==> src/common/aic_map.vh <==
// register map, field positions, reset values and timing figures of the analog input control
`ifndef AIC_MAP_VH
`define AIC_MAP_VH

// register indices; the bus byte address is four times the index
`define AIC_IDX_RES0 4'h0
`define AIC_IDX_RES1 4'h2
`define AIC_IDX_RES2 4'h4
`define AIC_IDX_RES3 4'h6
`define AIC_IDX_CTRL 4'h8
`define AIC_IDX_CHSEL 4'hA
`define AIC_IDX_STAT 4'hC
`define AIC_IDX_ACK 4'hE

// conversion_control_word fields
`define AIC_AC_BIT 15
`define AIC_INT_BIT 14
`define AIC_TA_MSB 2
`define AIC_TA_LSB 0
// channel_select_word field
`define AIC_CH_MSB 2
`define AIC_CH_LSB 0
// conversion_status_word fields
`define AIC_SC_BIT 0
`define AIC_EOC_BIT 0
`define AIC_PF_BIT 1

// reset values
`define AIC_AC_RST 1'b0
`define AIC_INT_RST 1'b0
`define AIC_TA_RST 3'h0
`define AIC_CH_RST 3'h1

// cycle-time codes
`define AIC_TA_5700US 3'h0
`define AIC_TA_2800US 3'h1
`define AIC_TA_1300US 3'h2
`define AIC_TA_600US 3'h3
`define AIC_TA_185US 3'h4

// cycle times in microseconds and the clock rate in MHz
`define AIC_T0_US 5700
`define AIC_T1_US 2800
`define AIC_T2_US 1300
`define AIC_T3_US 600
`define AIC_T4_US 185
`define AIC_CLK_MHZ 10

`endif

==> src/verilog/aic_conv_if.v <==
// handshake with the external converter: start pulse out, synchronised done and result in
`timescale 1ns/1ps
module aic_conv_if (
    input wire i_sys_clk,
    input wire i_resetn,
    input wire i_ce,
    input wire i_req,
    input wire [1:0] i_chan,
    output wire o_busy,
    output reg o_done,
    output reg [15:0] o_data,
    output reg o_adc_start,
    output reg [1:0] o_adc_chan,
    input wire i_adc_done,
    input wire [15:0] i_adc_data
);

reg done_m_r;
reg done_s_r;
reg done_d_r;
reg [15:0] data_m_r;
reg [15:0] data_s_r;
reg busy_r;

assign o_busy = busy_r;

// two-stage synchronisers; only the second stage and beyond are looked at
always @(posedge i_sys_clk) begin
    if (!i_resetn) begin
        done_m_r <= 1'b0;
        done_s_r <= 1'b0;
        done_d_r <= 1'b0;
        data_m_r <= 16'h0000;
        data_s_r <= 16'h0000;
    end else if (i_ce) begin
        done_m_r <= i_adc_done;
        done_s_r <= done_m_r;
        done_d_r <= done_s_r;
        data_m_r <= i_adc_data;
        data_s_r <= data_m_r;
    end
end

// one conversion at a time; result caught on the rising edge of done
// limitation: the converter must hold data stable from done rising until its next start
always @(posedge i_sys_clk) begin
    if (!i_resetn) begin
        busy_r <= 1'b0;
        o_done <= 1'b0;
        o_data <= 16'h0000;
        o_adc_start <= 1'b0;
        o_adc_chan <= 2'h0;
    end else if (i_ce) begin
        o_done <= 1'b0;
        o_adc_start <= 1'b0;
        if (!busy_r && i_req) begin
            busy_r <= 1'b1;
            o_adc_start <= 1'b1;
            o_adc_chan <= i_chan;
        end else if (busy_r && done_s_r && !done_d_r && !o_adc_start) begin
            busy_r <= 1'b0;
            o_done <= 1'b1;
            o_data <= data_s_r;
        end
    end
end

endmodule // aic_conv_if

==> src/verilog/aic_ctrl.v <==
// analog input conversion control: register slave, cycle pacing and conversion sequencing
//
// The implementer's own choice: the Avalon-MM interface to the registers.
`timescale 1ns/1ps
`include "aic_map.vh"

// What this block does
// RULE1: cycle-time field paces automatic conversion cycles
// RULE2: auto-convert bit repeats sweeps over all channels
// RULE3: interrupt enable raises request per completed sweep
// RULE4: channel select at 0A, code 001 is channel0
// RULE5: writing start bit begins one conversion
// RULE6: done bit reports on-demand conversion finished
// RULE7: channel results readable at offsets 00 to 06
// RULE8: any write to 0E clears the request
// RULE9: host selects, starts, polls done, then reads
// RULE10: host enables auto, waits, reads, then acknowledges
// RULE11: cycle event goes out on one request line
// RULE12: reset clears control, selects channel0, clears request
module aic_ctrl #(
    parameter [16:0] P_CYC_5700US = `AIC_T0_US * `AIC_CLK_MHZ,
    parameter [16:0] P_CYC_2800US = `AIC_T1_US * `AIC_CLK_MHZ,
    parameter [16:0] P_CYC_1300US = `AIC_T2_US * `AIC_CLK_MHZ,
    parameter [16:0] P_CYC_600US = `AIC_T3_US * `AIC_CLK_MHZ,
    parameter [16:0] P_CYC_185US = `AIC_T4_US * `AIC_CLK_MHZ
) (
    input wire i_sys_clk,
    input wire i_resetn,
    input wire i_ce,
    // avalon-mm slave, byte addressed
    input wire [5:0] i_avs_address,
    input wire i_avs_read,
    input wire i_avs_write,
    input wire [3:0] i_avs_byteenable,
    input wire [31:0] i_avs_writedata,
    output reg [31:0] o_avs_readdata,
    output wire o_avs_waitrequest,
    // interrupt request line
    output reg o_module_interrupt_request,
    // external converter
    output wire o_adc_start,
    output wire [1:0] o_adc_chan,
    input wire i_adc_done,
    input wire [15:0] i_adc_data,
    input wire i_ext_power_fail
);

// sequencer states
localparam [1:0] ST_IDLE = 2'b00;
localparam [1:0] ST_SWEEP = 2'b01;
localparam [1:0] ST_SINGLE = 2'b10;

// period of one automatic cycle in clock cycles
function [16:0] period_of;
    input [2:0] ta;
    begin
        case (ta)
            `AIC_TA_5700US: period_of = P_CYC_5700US;
            `AIC_TA_2800US: period_of = P_CYC_2800US;
            `AIC_TA_1300US: period_of = P_CYC_1300US;
            `AIC_TA_600US: period_of = P_CYC_600US;
            `AIC_TA_185US: period_of = P_CYC_185US;
            default: period_of = P_CYC_5700US;
        endcase
    end
endfunction

// individual channel encoding: 001..100 name channels 0..3, others are invalid
function code_ok;
    input [2:0] code;
    begin
        code_ok = (code >= 3'h1) && (code <= 3'h4);
    end
endfunction

// register state
reg auto_convert_enable_r;
reg cycle_irq_enable_r;
reg [2:0] cycle_time_select_r;
reg [2:0] chan_code_r;
reg eoc_r;
reg [15:0] result_r [0:3];

// bus handshake and decode
reg ack_r;
wire bus_req;
wire bus_take;
wire [3:0] reg_idx;
wire word_ok;
wire wr_low;

// sequencer and timing
reg [1:0] state_r;
reg [1:0] sweep_ch_r;
reg [1:0] single_ch_r;
reg sweep_pend_r;
reg single_pend_r;
reg conv_req_r;
reg [1:0] conv_ch_r;
reg [16:0] cyc_cnt_r;
reg cycle_done_r;
reg pf_m_r;
reg pf_s_r;

wire conv_busy;
wire conv_done;
wire [15:0] conv_data;
wire cyc_tick;
wire start_wr;
wire ack_wr;

// one wait state per access: the answer comes at the second edge of the request
assign bus_req = i_avs_read | i_avs_write;
assign bus_take = bus_req & ack_r & i_ce;
assign o_avs_waitrequest = bus_req & ~(ack_r & i_ce);
assign reg_idx = i_avs_address[5:2];
assign word_ok = (i_avs_address[1:0] == 2'b00);
assign wr_low = bus_take & i_avs_write & word_ok & i_avs_byteenable[0];

// strobes from the bus
assign start_wr = wr_low & (reg_idx == `AIC_IDX_STAT) & i_avs_writedata[`AIC_SC_BIT]; // [RULE5]
assign ack_wr = bus_take & i_avs_write & word_ok & (reg_idx == `AIC_IDX_ACK); // [RULE8]

// ack toggles so that a held request completes once and then may repeat
always @(posedge i_sys_clk) begin
    if (!i_resetn) begin
        ack_r <= 1'b0;
    end else if (i_ce) begin
        ack_r <= bus_req & ~ack_r;
    end
end

// read mux, loaded at the edge before waitrequest drops so data is registered
always @(posedge i_sys_clk) begin
    if (!i_resetn) begin
        o_avs_readdata <= 32'h0000_0000;
    end else if (i_ce && i_avs_read && !ack_r) begin
        o_avs_readdata <= 32'h0000_0000;
        if (word_ok) begin
            case (reg_idx)
                `AIC_IDX_RES0: o_avs_readdata[15:0] <= result_r[0]; // [RULE7]
                `AIC_IDX_RES1: o_avs_readdata[15:0] <= result_r[1]; // [RULE7]
                `AIC_IDX_RES2: o_avs_readdata[15:0] <= result_r[2]; // [RULE7]
                `AIC_IDX_RES3: o_avs_readdata[15:0] <= result_r[3]; // [RULE7]
                `AIC_IDX_CTRL: begin
                    o_avs_readdata[`AIC_AC_BIT] <= auto_convert_enable_r;
                    o_avs_readdata[`AIC_INT_BIT] <= cycle_irq_enable_r;
                    o_avs_readdata[`AIC_TA_MSB:`AIC_TA_LSB] <= cycle_time_select_r;
                end
                `AIC_IDX_CHSEL: o_avs_readdata[`AIC_CH_MSB:`AIC_CH_LSB] <= chan_code_r;
                `AIC_IDX_STAT: begin
                    o_avs_readdata[`AIC_EOC_BIT] <= eoc_r; // [RULE6]
                    o_avs_readdata[`AIC_PF_BIT] <= pf_s_r;
                end
                default: o_avs_readdata <= 32'h0000_0000;
            endcase
        end
    end
end

// control words; only the low byte lane carries live bits, except the auto and interrupt enable bits in lane 1
always @(posedge i_sys_clk) begin
    if (!i_resetn) begin
        auto_convert_enable_r <= `AIC_AC_RST; // [RULE12]
        cycle_irq_enable_r <= `AIC_INT_RST; // [RULE12]
        cycle_time_select_r <= `AIC_TA_RST; // [RULE12]
        chan_code_r <= `AIC_CH_RST; // [RULE12]
    end else if (i_ce && bus_take && i_avs_write && word_ok) begin
        if (reg_idx == `AIC_IDX_CTRL) begin
            if (i_avs_byteenable[1]) begin
                auto_convert_enable_r <= i_avs_writedata[`AIC_AC_BIT]; // [RULE2]
                cycle_irq_enable_r <= i_avs_writedata[`AIC_INT_BIT]; // [RULE3]
            end
            if (i_avs_byteenable[0]) begin
                cycle_time_select_r <= i_avs_writedata[`AIC_TA_MSB:`AIC_TA_LSB]; // [RULE1]
            end
        end
        if (reg_idx == `AIC_IDX_CHSEL && i_avs_byteenable[0]) begin
            chan_code_r <= i_avs_writedata[`AIC_CH_MSB:`AIC_CH_LSB]; // [RULE4]
        end
    end
end

// power-fail pin comes from outside the clock domain
always @(posedge i_sys_clk) begin
    if (!i_resetn) begin
        pf_m_r <= 1'b0;
        pf_s_r <= 1'b0;
    end else if (i_ce) begin
        pf_m_r <= i_ext_power_fail;
        pf_s_r <= pf_m_r;
    end
end

// cycle timer: first sweep begins at once on enable, then one per period
// a shorter code written mid-period takes effect at once because of the >= compare
assign cyc_tick = auto_convert_enable_r & (cyc_cnt_r == 17'h0_0000); // [RULE2]
always @(posedge i_sys_clk) begin
    if (!i_resetn) begin
        cyc_cnt_r <= 17'h0_0000;
    end else if (i_ce) begin
        if (!auto_convert_enable_r) begin
            cyc_cnt_r <= 17'h0_0000;
        end else if (cyc_cnt_r >= period_of(cycle_time_select_r) - 17'h0_0001) begin
            cyc_cnt_r <= 17'h0_0000; // [RULE1]
        end else begin
            cyc_cnt_r <= cyc_cnt_r + 17'h0_0001;
        end
    end
end

// sequencer: sweeps over all channels take priority over single conversions
// a tick that lands while a sweep still runs is kept pending, never stacked
always @(posedge i_sys_clk) begin
    if (!i_resetn) begin
        state_r <= ST_IDLE;
        sweep_ch_r <= 2'h0;
        single_ch_r <= 2'h0;
        sweep_pend_r <= 1'b0;
        single_pend_r <= 1'b0;
        conv_req_r <= 1'b0;
        conv_ch_r <= 2'h0;
        cycle_done_r <= 1'b0;
    end else if (i_ce) begin
        conv_req_r <= 1'b0;
        cycle_done_r <= 1'b0;
        if (cyc_tick) begin
            sweep_pend_r <= 1'b1;
        end
        if (!auto_convert_enable_r) begin
            sweep_pend_r <= 1'b0;
        end
        // invalid channel codes leave the start unanswered
        if (start_wr && code_ok(chan_code_r)) begin
            single_pend_r <= 1'b1; // [RULE5]
            single_ch_r <= chan_code_r[1:0] - 2'h1; // [RULE4]
        end
        case (state_r)
            ST_IDLE: begin
                if (sweep_pend_r && auto_convert_enable_r && !conv_busy) begin
                    sweep_pend_r <= cyc_tick;
                    sweep_ch_r <= 2'h0;
                    conv_ch_r <= 2'h0;
                    conv_req_r <= 1'b1; // [RULE2]
                    state_r <= ST_SWEEP;
                end else if (single_pend_r && !conv_busy && !start_wr) begin
                    single_pend_r <= 1'b0;
                    conv_ch_r <= single_ch_r;
                    conv_req_r <= 1'b1; // [RULE5]
                    state_r <= ST_SINGLE;
                end
            end
            ST_SWEEP: begin
                if (conv_done) begin
                    if (sweep_ch_r == 2'h3) begin
                        cycle_done_r <= 1'b1; // [RULE3]
                        state_r <= ST_IDLE;
                    end else begin
                        sweep_ch_r <= sweep_ch_r + 2'h1;
                        conv_ch_r <= sweep_ch_r + 2'h1;
                        conv_req_r <= 1'b1;
                    end
                end
            end
            ST_SINGLE: begin
                if (conv_done) begin
                    state_r <= ST_IDLE;
                end
            end
            default: state_r <= ST_IDLE;
        endcase
    end
end

// result words: written by whichever conversion just finished
always @(posedge i_sys_clk) begin
    if (!i_resetn) begin
        result_r[0] <= 16'h0000;
        result_r[1] <= 16'h0000;
        result_r[2] <= 16'h0000;
        result_r[3] <= 16'h0000;
    end else if (i_ce && conv_done) begin
        result_r[conv_ch_r] <= conv_data; // [RULE7]
    end
end

// done flag: cleared by a new start, set by a finished single conversion; set wins
always @(posedge i_sys_clk) begin
    if (!i_resetn) begin
        eoc_r <= 1'b0;
    end else if (i_ce) begin
        if (conv_done && state_r == ST_SINGLE) begin
            eoc_r <= 1'b1; // [RULE6]
        end else if (start_wr) begin
            eoc_r <= 1'b0;
        end
    end
end

// request line: held until acknowledged; a cycle ending with the ack keeps it set
always @(posedge i_sys_clk) begin
    if (!i_resetn) begin
        o_module_interrupt_request <= 1'b0;
    end else if (i_ce) begin
        if (cycle_done_r && cycle_irq_enable_r) begin
            o_module_interrupt_request <= 1'b1; // [RULE3] [RULE11]
        end else if (ack_wr) begin
            o_module_interrupt_request <= 1'b0; // [RULE8] [RULE12]
        end
    end
end

// converter handshake
aic_conv_if u_conv (
    .i_sys_clk(i_sys_clk),
    .i_resetn(i_resetn),
    .i_ce(i_ce),
    .i_req(conv_req_r),
    .i_chan(conv_ch_r),
    .o_busy(conv_busy),
    .o_done(conv_done),
    .o_data(conv_data),
    .o_adc_start(o_adc_start),
    .o_adc_chan(o_adc_chan),
    .i_adc_done(i_adc_done),
    .i_adc_data(i_adc_data)
);

endmodule // aic_ctrl
==> config.mk <==
export PLATFORM = sky130hd
export DESIGN_NAME = aic_ctrl
export DESIGN_NICKNAME = d
export VERILOG_FILES = /design/src/verilog/aic_conv_if.v /design/src/verilog/aic_ctrl.v
export VERILOG_INCLUDE_DIRS = /design/src /design/src/common
export SDC_FILE = /design/constraint.sdc
export NUM_CORES = 1
export LEC_CHECK = 0
export ABC_AREA = 1
export ABC_CLOCK_PERIOD_IN_PS = 6300
export BUFFER_PORTS_ARGS = -buffer_cell sky130_fd_sc_hd__buf_2
export CAP_MARGIN = 20
export CELL_PAD_IN_SITES_DETAIL_PLACEMENT = 0
export CELL_PAD_IN_SITES_GLOBAL_PLACEMENT = 2
export CORE_MARGIN = 4
export CORE_UTILIZATION = 37
export CTS_CLUSTER_DIAMETER = 100
export DETAILED_ROUTE_END_ITERATION = 8
export GPL_TIMING_DRIVEN = 0
export PLACE_DENSITY_LB_ADDON = 0.2
export SLEW_MARGIN = 20
export SYNTH_ARGS = -nofsm -noshare
export SYNTH_HDL_FRONTEND = slang
export SYNTH_SLANG_ARGS = --single-unit
==> constraint.sdc <==
create_clock -name i_sys_clk -period 6.3 [get_ports i_sys_clk]
set_clock_uncertainty 0.1 [all_clocks]
set_input_delay 0.63 -clock i_sys_clk [delete_from_list [all_inputs] [get_ports i_sys_clk]]
set_output_delay 0.63 -clock i_sys_clk [all_outputs]
set_load 0.01 [all_outputs]
==> results of run 1 <==
## stage by stage
stage          cells  cell area [µm²]
5_1_grt         1373             9400
6_report        1373             9400
3_3_place_gp    1339             8770
4_1_cts         1373             9400
3_5_place_dp    1341             8810
2_1_floorplan   1010             8150
## flip-flops by register name (all words and copies together), names as in the netlist, 2 cells and up
| register | flops |
|---|---|
| chan_code_r | 3 |
| conv_ch_r | 2 |
| cyc_cnt_r | 17 |
| cycle_time_select_r | 3 |
| o_avs_readdata | 16 |
| result_r | 64 |
| single_ch_r | 2 |
| state_r | 2 |
| sweep_ch_r | 2 |
| u_conv.data_m_r | 16 |
| u_conv.data_s_r | 16 |
| u_conv.o_adc_chan | 2 |
| u_conv.o_data | 16 |
## worst max-delay path, cell delays in order, from the launching register on
cell      delay (ns)
dfxtp_1         0.35
inv_1           0.10
nor2_1          0.27
inv_1           0.07
nor2_1          0.28
inv_1           0.07
nand2_1         0.11
nor2_1          0.09
nor2_1          0.10
ha_1            0.14
nand2_1         0.06
nor2_1          0.13
nand2_1         0.07
nor2_1          0.14
nand3b_1        0.09
nand3_1         0.33
buf_2           0.32
o22ai_1         0.10
## metal layers
| layer | wire, µm | track usage (%) | share of wire, % |
|---|---|---|---|
| met4 | 308 | 5.21 | 1.5 |
| met1 | 10000 | 23.9 | 47 |
| met5 | 0 | 0 | 0 |
| met2 | 9940 | 29.7 | 47 |
| met3 | 945 | 2.77 | 4.5 |
## logic make-up after synthesis
group / after synthesis / share of synthesized area [%]
buf+inv: 149 / 7.93
other cells: 2 / 0.0928
compound gates: 170 / 11.2
xor+xnor: 1 / 0.108
flops: 178 / 51.9
fa+ha+maj: 22 / 3.40
simple gates: 473 / 25.3
## path summary, 6_finish.rpt
check | start | endpoint | slack, ns | cells after the start
hold / removal | i_adc_data[4] | u_conv.data_m_r[4] | 0.32 | 3
hold reg to reg | cycle_done_r | cycle_done_r | 0.36 | 2
setup / recovery | cycle_time_select_r[0] | cyc_cnt_r[9] | 3.25 | 17
setup reg to reg | cycle_time_select_r[0] | cyc_cnt_r[9] | 3.25 | 17
## power breakdown
group / switching (mW) / leakage [nW] / internal, mW / total (mW)
Combinational: 0.111 / 1.88 / 0.0491 / 0.160
Clock: 0.465 / 0.287 / 0.589 / 1.05
Sequential: 0.0147 / 1.59 / 1.22 / 1.24
Total: 0.591 / 3.75 / 1.86 / 2.45
## synthesized netlist by cell type (all sizes together) (2+ instances only)
cell	number	area, µm²
nand3	78	390
o22ai	16	100
nand4	26	169
or2	2	12.5
edfxtp	64	1920
nand2	146	561
nor2	193	744
a21oi	54	270
nand3b	4	30.0
o21ai	86	430
inv	89	334
nor3	21	116
buf	29	191
o21bai	3	26.3
conb	2	7.51
dfxtp	114	2280
clkbuf	30	113
a31oi	3	18.8
o31ai	3	22.5
ha	22	275
## final cells by class
cell class	count	share of cell area (%)
Inverter	90	3.60
Tap cell	275	3.66
Clock inverter	11	1.25
Timing Repair Buffer	56	3.12
Buffer	59	3.24
Sequential cell	178	44.7
Clock buffer	21	5.02
Multi-Input combinational cell	683	35.4
==> summary.md, run 1 <==
| Metric | Value |
|---|---|
| Outcome | `finished clean` |
| Worst hold path type | `input port to register` |
| Fmax | `328 MHz` |
| Drt drc | `0` |
| Ports | `102` |
| WL final | `21200 µm` |
| CTS Buffer Depth | `2` |
| Drt pass-1 iters | `5` |
| Maximum VDD drop | `0.204 mV` |
| Row count | `53` |
| #FFs+latches synth | `178` |
| Postcts setup bufs | `0` |
| Sum of negative setup slack | `0 ns` |
| Initial core utilization | `38.0%` |
| Synth Cell Area | `8100 µm²` |
| Layout cells sized above 1 | `12.8%` |
| Max-cap violation count | `0` |
| Max-slew violations | `0` |
| Ys flop type | `dfxtp_1` |
| Die Wd | `156 µm` |
| Root Driver | `clkbuf_16` |
| CP arrival | `3.24 ns` |
| Vias in the first global route | `6280` |
| Unrepaired setup endpoints after global routing | `false` |
| Global-route wire length before repair | `33900 µm` |
| Hold-fix buffers, CTS | `0` |
| DIE HEIGHT | `156 µm` |
| YS warnings | `0` |
| Worst Slack Setup Final | `3.25 ns` |
| Max-slew headroom | `45.1%` |
| Commonest cells after routing, fill and taps aside | `187 x nor2_1, 141 x nand2_1, 114 x dfxtp_1` |
| Skew-Pair Late Insertion Delay | `0.42 ns` |
| Overall routing resource usage | `17.8%` |
| Worst endpoint required time | `6.48 ns` |
| CTS tree | `built` |
| Final hold vios | `0` |
| Critical Path Fanout Max | `10` |
| GP Congestion | `0.827` |
| Post-synth EDFFs | `64` |
| # port buffers | `54` |
| Initial antenna violation count | `0` |
| Distinct cells, synth | `40` |
| Clock buffer count from CTS | `17` |
| Nets | `1172` |
| Setup CP Type | `register to register` |
| Final total power | `2.45 mW` |
| Hold_ws | `0.320 ns` |
| Hpwl dp | `15800 µm` |
| Worst Setup Slack post-DPL | `3.17 ns` |
| Reg clk slew, reported paths | `0.07 ns` |
| Reg area | `4200 µm²` |
| Worst Tran Pin Value | `0.822 ns` |
| Leakage power | `3.75 nW` |
| Post-route ant nets | `0` |
| Commonest non-fill, non-tap cell in the layout | `nor2_1` |
| Area growth syn-to-layout | `16.1%` |
| TritonCTS Sinks | `178` |
| Post-CTS sizing | `0` |
| Core area | `21300 µm²` |
| Multi-input gate area | `3320 µm²` |
| Final Cycle Share | `48.4%` |
| Syn Area/Cell | `8.14 µm²` |
| Number of setup violations in the final report | `0` |
| Congestion Overflow GR | `0` |
| Setup crit start kind | `register` |
| Asr flop ratio synth | `0%` |
| Fin crit period | `3.05 ns` |
| ANT cells | `0` |
| Vias per std cell | `4.79` |
| H-tree levels | `4` |
| Setup crit end kind | `register` |
| Routed vias | `6580` |
| Seq/Total Area, Yosys | `51.9%` |
| Wire per inst | `15.4 µm` |
| Post-Syn Instances | `995` |
| Die Area | `24300 µm²` |
| Power density over cell area | `261 nW/µm²` |
| Post-layout util | `44.1%` |
| Fillers | `2228` |
| Largest net degree at the start of global routing | `18` |
| Initial DRC Count | `368` |
Power figures use the tool's default switching activity.
==> inputs of run 2 (changes only) <==
ABC_CLOCK_PERIOD_IN_PS = 3100   (was 6300)
CORE_UTILIZATION = 34   (was 37)
clock period = 3.1 ns   (was 6.3 ns; I/O delays follow)
==> summary.md, run 2 (same netlist as run 1, synthesis figures left out) <==
| Metric | Value |
|---|---|
| Outcome | `finished clean (unchanged)` |
| Layout cells sized above 1 | `13.0% (was 12.8%)` |
| Reg2reg path depth | `19 (was 17)` |
| Setup crit start kind | `register (unchanged)` |
| Nets | `1192 (was 1172)` |
| Area growth syn-to-layout | `19.3% (was 16.1%)` |
| GP Congestion | `0.803 (was 0.827)` |
| Maximum VDD drop | `0.351 mV (was 0.204 mV)` |
| Reg2reg end | `cyc_cnt_r[16] (was cyc_cnt_r[9])` |
| Fin crit period | `2.61 ns (was 3.05 ns)` |
| Clock buffer count from CTS | `17 (unchanged)` |
| WL final | `22200 µm (was 21200 µm)` |
| Slowest stage cell, crit path | `dfxtp_1 (unchanged)` |
| Reg area | `4200 µm² (unchanged)` |
| Initial DRC Count | `312 (was 368)` |
| Commonest non-fill, non-tap cell in the layout | `nor2_1 (unchanged)` |
| CTS tree | `built (unchanged)` |
| WL met2 | `10500 µm (was 9940 µm)` |
| Worst Hold Launch | `i_avs_writedata[14] (was i_adc_data[4])` |
| Fillers | `2492 (was 2228)` |
| CP Buf/Inv Count | `5 (was 4)` |
| Post-route ant nets | `0 (unchanged)` |
| Final hold vios | `0 (unchanged)` |
| Largest reg by FF count | `result_r (unchanged)` |
| Global-route wire length before repair | `35600 µm (was 33900 µm)` |
| Drt drc | `0 (unchanged)` |
| Leakage power | `3.84 nW (was 3.75 nW)` |
| Row count | `56 (was 53)` |
| Metal-1 WL | `10700 µm (was 10000 µm)` |
| Crit path top cell by count | `nor2_1 (unchanged)` |
| Routed vias | `6652 (was 6580)` |
| Max-slew violations | `0 (unchanged)` |
| Wire per inst | `15.4 µm (about the same)` |
| Number of setup violations in the final report | `0 (unchanged)` |
| Drt pass-1 iters | `5 (unchanged)` |
| Die Wd | `162 µm (was 156 µm)` |
| Final Cycle Share | `84.3% (was 48.4%)` |
| Reg2reg setup slack | `0.49 ns (was 3.25 ns)` |
| Final cell area excluding filler cells | `9650 µm² (was 9400 µm²)` |
| Setup crit end kind | `register (unchanged)` |
| WL met3 | `730 µm (was 945 µm)` |
| Vias per std cell | `4.63 (was 4.79)` |
| Hpwl dp | `16400 µm (was 15800 µm)` |
| Top Metal Used | `met4 (unchanged)` |
| CP arrival | `2.88 ns (was 3.24 ns)` |
| # port buffers | `54 (unchanged)` |
| H-tree levels | `4 (unchanged)` |
| Max-slew headroom | `45.7% (was 45.1%)` |
| Reg clk slew, reported paths | `0.06 ns (was 0.07 ns)` |
| Core area | `23500 µm² (was 21300 µm²)` |
| Commonest cells after routing, fill and taps aside | `185 x nor2_1, 141 x nand2_1, 114 x dfxtp_1 (was 187 x nor2_1, 141 x nand2_1, 114 x dfxtp_1)` |
| Unrepaired setup endpoints after global routing | `false (unchanged)` |
| Max-cap violation count | `0 (unchanged)` |
| TritonCTS Sinks | `178 (unchanged)` |
| Setup CP Type | `register to register (unchanged)` |
| Initial antenna violation count | `0 (unchanged)` |
| Critical Path Fanout Max | `4 (was 10)` |
| Placed Area | `8860 µm² (was 8810 µm²)` |
| Final total power | `5.04 mW (was 2.45 mW)` |
| Reg2reg start | `cycle_time_select_r[0] (unchanged)` |
| Overall routing resource usage | `17.2% (was 17.8%)` |
| Congestion Overflow GR | `0 (unchanged)` |
| Largest net degree at the start of global routing | `17 (was 18)` |
| Die Area | `26300 µm² (was 24300 µm²)` |
| ANT cells | `0 (unchanged)` |
| Hold Path Cell Cnt | `3 (unchanged)` |
| Worst Tran Pin Value | `0.812 ns (was 0.822 ns)` |
| CTS Buffer Depth | `2 (unchanged)` |
| Vias in the first global route | `6628 (was 6280)` |
| Skew-Pair Late Insertion Delay | `0.44 ns (was 0.42 ns)` |
| Ports | `102 (unchanged)` |
| Max incr delay on CP | `0.35 ns (about the same)` |
| Fmax | `383 MHz (was 328 MHz)` |
| Worst endpoint required time | `3.36 ns (was 6.48 ns)` |
| Multi-input gate area | `3330 µm² (was 3320 µm²)` |
| CP delay by family, top | `simple AND/OR/NAND/NOR gates (unchanged)` |
| Max FFs per register | `64 (unchanged)` |
| Largest registers | `result_r (64), cyc_cnt_r (17) (unchanged)` |
| Crit path cell chain | `inv_1 > nor2_2 > inv_1 > nor2_2 > inv_1 > nand2_1 > nor2_1 > nor2_1 > ha_1 > nand2_1 > inv_1 > nand2_1 > nand2_1 > a21oi_1 > nand3_2 > buf_4 > nor2_1 > nor2_1 > nor2_1 (was inv_1 > nor2_1 > inv_1 > nor2_1 > inv_1 > nand2_1 > nor2_1 > nor2_1 > ha_1 > nand2_1 > nor2_1 > nand2_1 > nor2_1 > nand3b_1 > nand3_1 > buf_2 > o22ai_1)` |
| Worst hold path type | `input port to register (unchanged)` |
| Root Driver | `clkbuf_16 (unchanged)` |
| Hold path endpoint | `cycle_irq_enable_r (was u_conv.data_m_r[4])` |
| DIE HEIGHT | `162 µm (was 156 µm)` |
| Initial core utilization | `34.5% (was 38.0%)` |
| Power density over cell area | `522 nW/µm² (was 261 nW/µm²)` |
==> run 2: area by class of cell <==
type / instances / share of cell area, %
Multi-Input combinational cell: 683 / 34.5
Timing Repair Buffer: 76 / 5.09
Tap cell: 319 / 4.13
Clock buffer: 18 / 4.45
Inverter: 90 / 3.50
Clock inverter: 14 / 1.58
Buffer: 59 / 3.18
Sequential cell: 178 / 43.5
==> run 2: what timing repair did <==
item                                    4_1_cts  5_1_grt
setup buffers                                 0        2
endpoints found under the setup margin        0       17
gates resized for setup                       0        4
hold endpoints to repair                     18        0
hold buffers                                 18        0
==> run 2: worst reg2reg max path, cell delays in order (launching register included) <==
cell and delay [ns]:
dfxtp_1 0.35, inv_1 0.11, nor2_2 0.18, inv_1 0.07, nor2_2 0.19, inv_1 0.06, nand2_1 0.11, nor2_1 0.09
nor2_1 0.11, ha_1 0.25, nand2_1 0.07, inv_1 0.05, nand2_1 0.06, nand2_1 0.05, a21oi_1 0.19, nand3_2 0.14
buf_4 0.18, nor2_1 0.08, nor2_1 0.05, nor2_1 0.07
==> run 2: how the worst max path moves through the flow <==
stage                            from  depth (start not counted)             end
2_1_floorplan            conv_ch_r[1]                          4  result_r[2][0]
3_3_place_gp                     i_ce                          3  result_r[3][8]
3_5_place_dp   cycle_time_select_r[0]                         17   cyc_cnt_r[10]
4_1_cts        cycle_time_select_r[0]                         17    cyc_cnt_r[7]
5_1_grt        cycle_time_select_r[0]                         17    cyc_cnt_r[3]
6_report       cycle_time_select_r[0]                         19   cyc_cnt_r[16]
==> run 2: where the power goes <==
| group | internal (mW) | switching [mW] |
|---|---|---|
| Sequential | 2.49 | 0.0310 |
| Combinational | 0.115 | 0.230 |
| Clock | 1.20 | 0.973 |
| Total | 3.80 | 1.23 |
==> run 2: metal layers <==
metal,global-route usage [%],vias to the layer above
met1,23.1,3023
met2,28.9,92
li1,-,3519
met5,0,-
met4,4.00,0
met3,3.37,18
==> run 2: through the flow <==
step / hold slack (ns) / cells / util [%] / setup WS, ns / setup TNS, ns
2_1_floorplan: 0.329 / 1010 / - / 0.737 / 0
3_3_place_gp: 0.344 / 1383 / 37.6 / -0.375 / -7.26
3_5_place_dp: 0.350 / 1385 / 37.8 / 0.0209 / 0
4_1_cts: 0.0334 / 1435 / 41.0 / 0.00457 / 0
5_1_grt: 0.0604 / 1437 / 41.1 / 0.128 / 0
6_report: 0.0454 / 1437 / 41.1 / 0.488 / 0
==> inputs of run 3 (changes only) <==
ABC_AREA = 0   (was 1)
ABC_CLOCK_PERIOD_IN_PS = 2400   (was 3100)
clock period = 2.4 ns   (was 3.1 ns; I/O delays follow)
==> summary.md, run 3 <==
| Metric | Value |
|---|---|
| Distinct cells, synth | `67 (was 40)` |
| Area growth syn-to-layout | `22.4% (was 19.3%)` |
| GR met3 Demand/Resource | `3.07% (was 3.37%)` |
| Placed Area | `9310 µm² (was 8860 µm²)` |
| Worst Slack Setup Final | `-0.224 ns (was 0.488 ns)` |
| Number of setup violations in the final report | `17 (was 0)` |
| CTS tree | `built (unchanged)` |
| Fillers | `2378 (was 2492)` |
| Asr flop ratio synth | `0% (unchanged)` |
| Hpwl dp | `16000 µm (was 16400 µm)` |
| DIE HEIGHT | `166 µm (was 162 µm)` |
| Global-route wire length before repair | `34500 µm (was 35600 µm)` |
| Multi-input gate area | `4150 µm² (was 3330 µm²)` |
| Post-Syn Instances | `799 (was 995)` |
| Setup crit start kind | `register (unchanged)` |
| Clock power frac | `43.9% (was 43.2%)` |
| Max FFs per register | `64 (unchanged)` |
| Ports | `102 (unchanged)` |
| Leakage power | `4.22 nW (was 3.84 nW)` |
| Top-count cell post-synth | `dfxtp_1 (was nor2_1)` |
| Congestion Overflow GR | `0 (unchanged)` |
| CTS Buffer Depth | `2 (unchanged)` |
| WL final | `21200 µm (was 22200 µm)` |
| Switching pwr | `1.50 mW (was 1.23 mW)` |
| Syn Area/Cell | `10.6 µm² (was 8.14 µm²)` |
| Maximum VDD drop | `0.339 mV (was 0.351 mV)` |
| Slowest stage cell, crit path | `dfxtp_2 (was dfxtp_1)` |
| Post-synth EDFFs | `64 (unchanged)` |
| Worst Tran Pin Value | `0.917 ns (was 0.812 ns)` |
| Drt pass-1 iters | `5 (unchanged)` |
| Internal power | `4.82 mW (was 3.80 mW)` |
| # port buffers | `54 (unchanged)` |
| Critical Path Fanout Max | `7 (was 4)` |
| Sum of negative setup slack | `-3.12 ns (was 0 ns)` |
| Final hold vios | `0 (unchanged)` |
| Routed vias | `6214 (was 6652)` |
| Failing checks | `setup timing` |
| GP Congestion | `0.806 (was 0.803)` |
| Worst hold path type | `input port to register (unchanged)` |
| Unrepaired setup endpoints after global routing | `true (was false)` |
| Power density over cell area | `608 nW/µm² (was 522 nW/µm²)` |
| Dominant cell type by area after synthesis | `dfxtp_1 (unchanged)` |
| Commonest cells after routing, fill and taps aside | `111 x dfxtp_1, 90 x nor2b_1, 69 x mux2i_1 (was 185 x nor2_1, 141 x nand2_1, 114 x dfxtp_1)` |
| Commonest non-fill, non-tap cell in the layout | `dfxtp_1 (was nor2_1)` |
| Synth Cell Area | `8510 µm² (was 8100 µm²)` |
| Final Cycle Share | `109% (was 84.3%)` |
| Max incr delay on CP | `0.33 ns (was 0.35 ns)` |
| TritonCTS Sinks | `178 (unchanged)` |
| Layer with the highest usage | `met2 (unchanged)` |
| Largest net degree at the start of global routing | `18 (was 17)` |
| Setup CP Type | `register to register (unchanged)` |
| Top cells by count, synth | `114 x dfxtp_1, 90 x nor2b_1, 69 x mux2i_1, 68 x and2_1, 64 x edfxtp_1 (was 187 x nor2_1, 141 x nand2_1, 114 x dfxtp_1, 85 x o21ai_0, 82 x inv_1)` |
| Overall routing resource usage | `15.4% (was 17.2%)` |
| Reg power frac | `50.8% (was 50.0%)` |
| Outcome | `finished with violations (was finished clean)` |
| Crit path cell chain | `buf_8 > nand2b_4 > inv_4 > ha_4 > xor2_1 > ha_1 > and4_1 > a21o_1 > a211oi_4 > o211ai_4 > buf_6 > buf_8 > o211ai_2 (was inv_1 > nor2_2 > inv_1 > nor2_2 > inv_1 > nand2_1 > nor2_1 > nor2_1 > ha_1 > nand2_1 > inv_1 > nand2_1 > nand2_1 > a21oi_1 > nand3_2 > buf_4 > nor2_1 > nor2_1 > nor2_1)` |
| Routing usage on met1 | `20.8% (was 23.1%)` |
| Final cell area excluding filler cells | `10400 µm² (was 9650 µm²)` |
| Nets | `1011 (was 1192)` |
| Max-cap violation count | `0 (unchanged)` |
| Seq/Total Area, Yosys | `49.4% (was 51.9%)` |
| Wire per inst | `16.8 µm (was 15.4 µm)` |
| Logic pwr share | `5.4% (was 6.8%)` |
| Clock buffer count from CTS | `17 (unchanged)` |
| Row count | `57 (was 56)` |
| H-tree levels | `4 (unchanged)` |
| Vias per std cell | `4.93 (was 4.63)` |
| Synth area leaders | `dfxtp_1 27%, edfxtp_1 23%, mux2i_1 8.1% (was dfxtp_1 28%, edfxtp_1 24%, nor2_1 8.7%)` |
| Initial DRC Count | `303 (was 312)` |
| Worst endpoint required time | `2.66 ns (was 3.36 ns)` |
| Max-slew headroom | `38.9% (was 45.7%)` |
| Fmax | `381 MHz (was 383 MHz)` |
| Core area | `24500 µm² (was 23500 µm²)` |
| Sw Ratio | `23.7% (was 24.5%)` |
| Largest registers | `result_r (64), cyc_cnt_r (17) (unchanged)` |
| Skew-Pair Late Insertion Delay | `0.43 ns (was 0.44 ns)` |
| Crit path top cell by count | `buf_8 (was nor2_1)` |
| Vias in the first global route | `6353 (was 6628)` |
| YS warnings | `0 (unchanged)` |
| Initial antenna violation count | `0 (unchanged)` |
| Layout cells sized above 1 | `20.4% (was 13.0%)` |
| CP arrival | `2.89 ns (was 2.88 ns)` |
| Ys flop type | `dfxtp_1 (unchanged)` |
| Root Driver | `clkbuf_16 (unchanged)` |
| Reg area | `4210 µm² (was 4200 µm²)` |
| Drt drc | `0 (unchanged)` |
| #FFs+latches synth | `178 (unchanged)` |
| Met2 Track Usage GR | `25.2% (was 28.9%)` |
| Reg clk slew, reported paths | `0.08 ns (was 0.06 ns)` |
| Initial core utilization | `34.8% (was 34.5%)` |
| Largest reg by FF count | `result_r (unchanged)` |
| Die Area | `27600 µm² (was 26300 µm²)` |
| ANT cells | `0 (unchanged)` |
| Die Wd | `166 µm (was 162 µm)` |
| Area share of the largest cell type after synthesis | `26.8% (was 28.2%)` |
| Post-route ant nets | `0 (unchanged)` |
| Fin crit period | `2.62 ns (was 2.61 ns)` |
| Final total power | `6.33 mW (was 5.04 mW)` |
| Setup crit end kind | `register (unchanged)` |
| Max-slew violations | `0 (unchanged)` |
==> run 3: final cells by class <==
cell class	count	area share [%]
Multi-Input combinational cell	563	39.9
Sequential cell	178	40.5
Timing Repair Buffer	91	6.16
Inverter	12	0.457
Buffer	61	3.48
Clock inverter	11	1.02
Tap cell	324	3.89
Clock buffer	21	4.63
==> run 3: final timing paths <==
path	start	to	slack [ns]	cells past startpoint
setup / recovery	cycle_time_select_r[2]	cyc_cnt_r[14]	-0.22	13
hold / removal	i_avs_write	ack_r	0.14	5
setup reg to reg	cycle_time_select_r[2]	cyc_cnt_r[14]	-0.22	13
hold reg to reg	o_avs_readdata[0]	o_avs_readdata[0]	0.36	2
==> run 3: cell families (layout without fill, tap and decap cells) <==
logic type	after synthesis	in the layout	synth area share, %
AOI/OAI and AO/OA	141	141	12.3
xor gates and xnor gates	4	4	0.412
adders and majority gates	22	22	3.24
buffers and inverters	73	196	4.37
DFF	178	178	49.4
muxes	69	69	8.12
other	2	17	0.0883
and+or+nand+nor	310	310	22.1
==> run 3: per-stage QoR <==
step	utilization, %	setup WS (ns)	hold slack [ns]	cells
after floorplan	-	-0.0538	0.289	814
after global placement	38.0	-0.437	0.360	1192
after detailed placement	38.0	-0.372	0.361	1192
after CTS	42.2	-0.206	0.129	1258
after global routing	42.6	-0.330	0.139	1261
final	42.6	-0.224	0.142	1261
==> run 3: per-layer routing <==
metal / wire length, µm / part of all wire (%) / vias to the layer above
li1: - / - / 3112
met3: 792 / 3.7 / 20
met5: 0 / 0 / -
met2: 9680 / 46 / 127
met4: 272 / 1.3 / 0
met1: 10400 / 49 / 2955
==> run 3: worst max-delay path: cells and delay by family, from the launching register on <==
family,cells,cell delay [ns]
AOI/OAI and AO/OA,4,0.78
adders and majority gates,2,0.45
buffers and inverters,4,0.42
DFF,1,0.33
and+or+nand+nor,2,0.32
xor gates and xnor gates,1,0.15
==> run 3: timing repair <==
| action | CTS | global route |
|---|---|---|
| gates resized for setup | 22 | 17 |
| gates cloned | 1 | 1 |
| setup endpoints to repair | 49 | 49 |
| pin swaps | 9 | 19 |
| setup buffers | 10 | 3 |
| endpoints found under the hold margin | 25 | 0 |
| hold buffers | 23 | 0 |
==> run 3: power groups by stage <==
stage | clock, mW | combinational [mW] | sequential [mW]
final | 2.78 | 0.338 | 3.21
after global routing | 2.96 | 0.376 | 3.22
after CTS | 2.84 | 0.341 | 3.21
after detailed placement | 0 | 0.311 | 3.28
after global placement | 0 | 0.303 | 3.28
after floorplan | 0 | 0.210 | 3.27
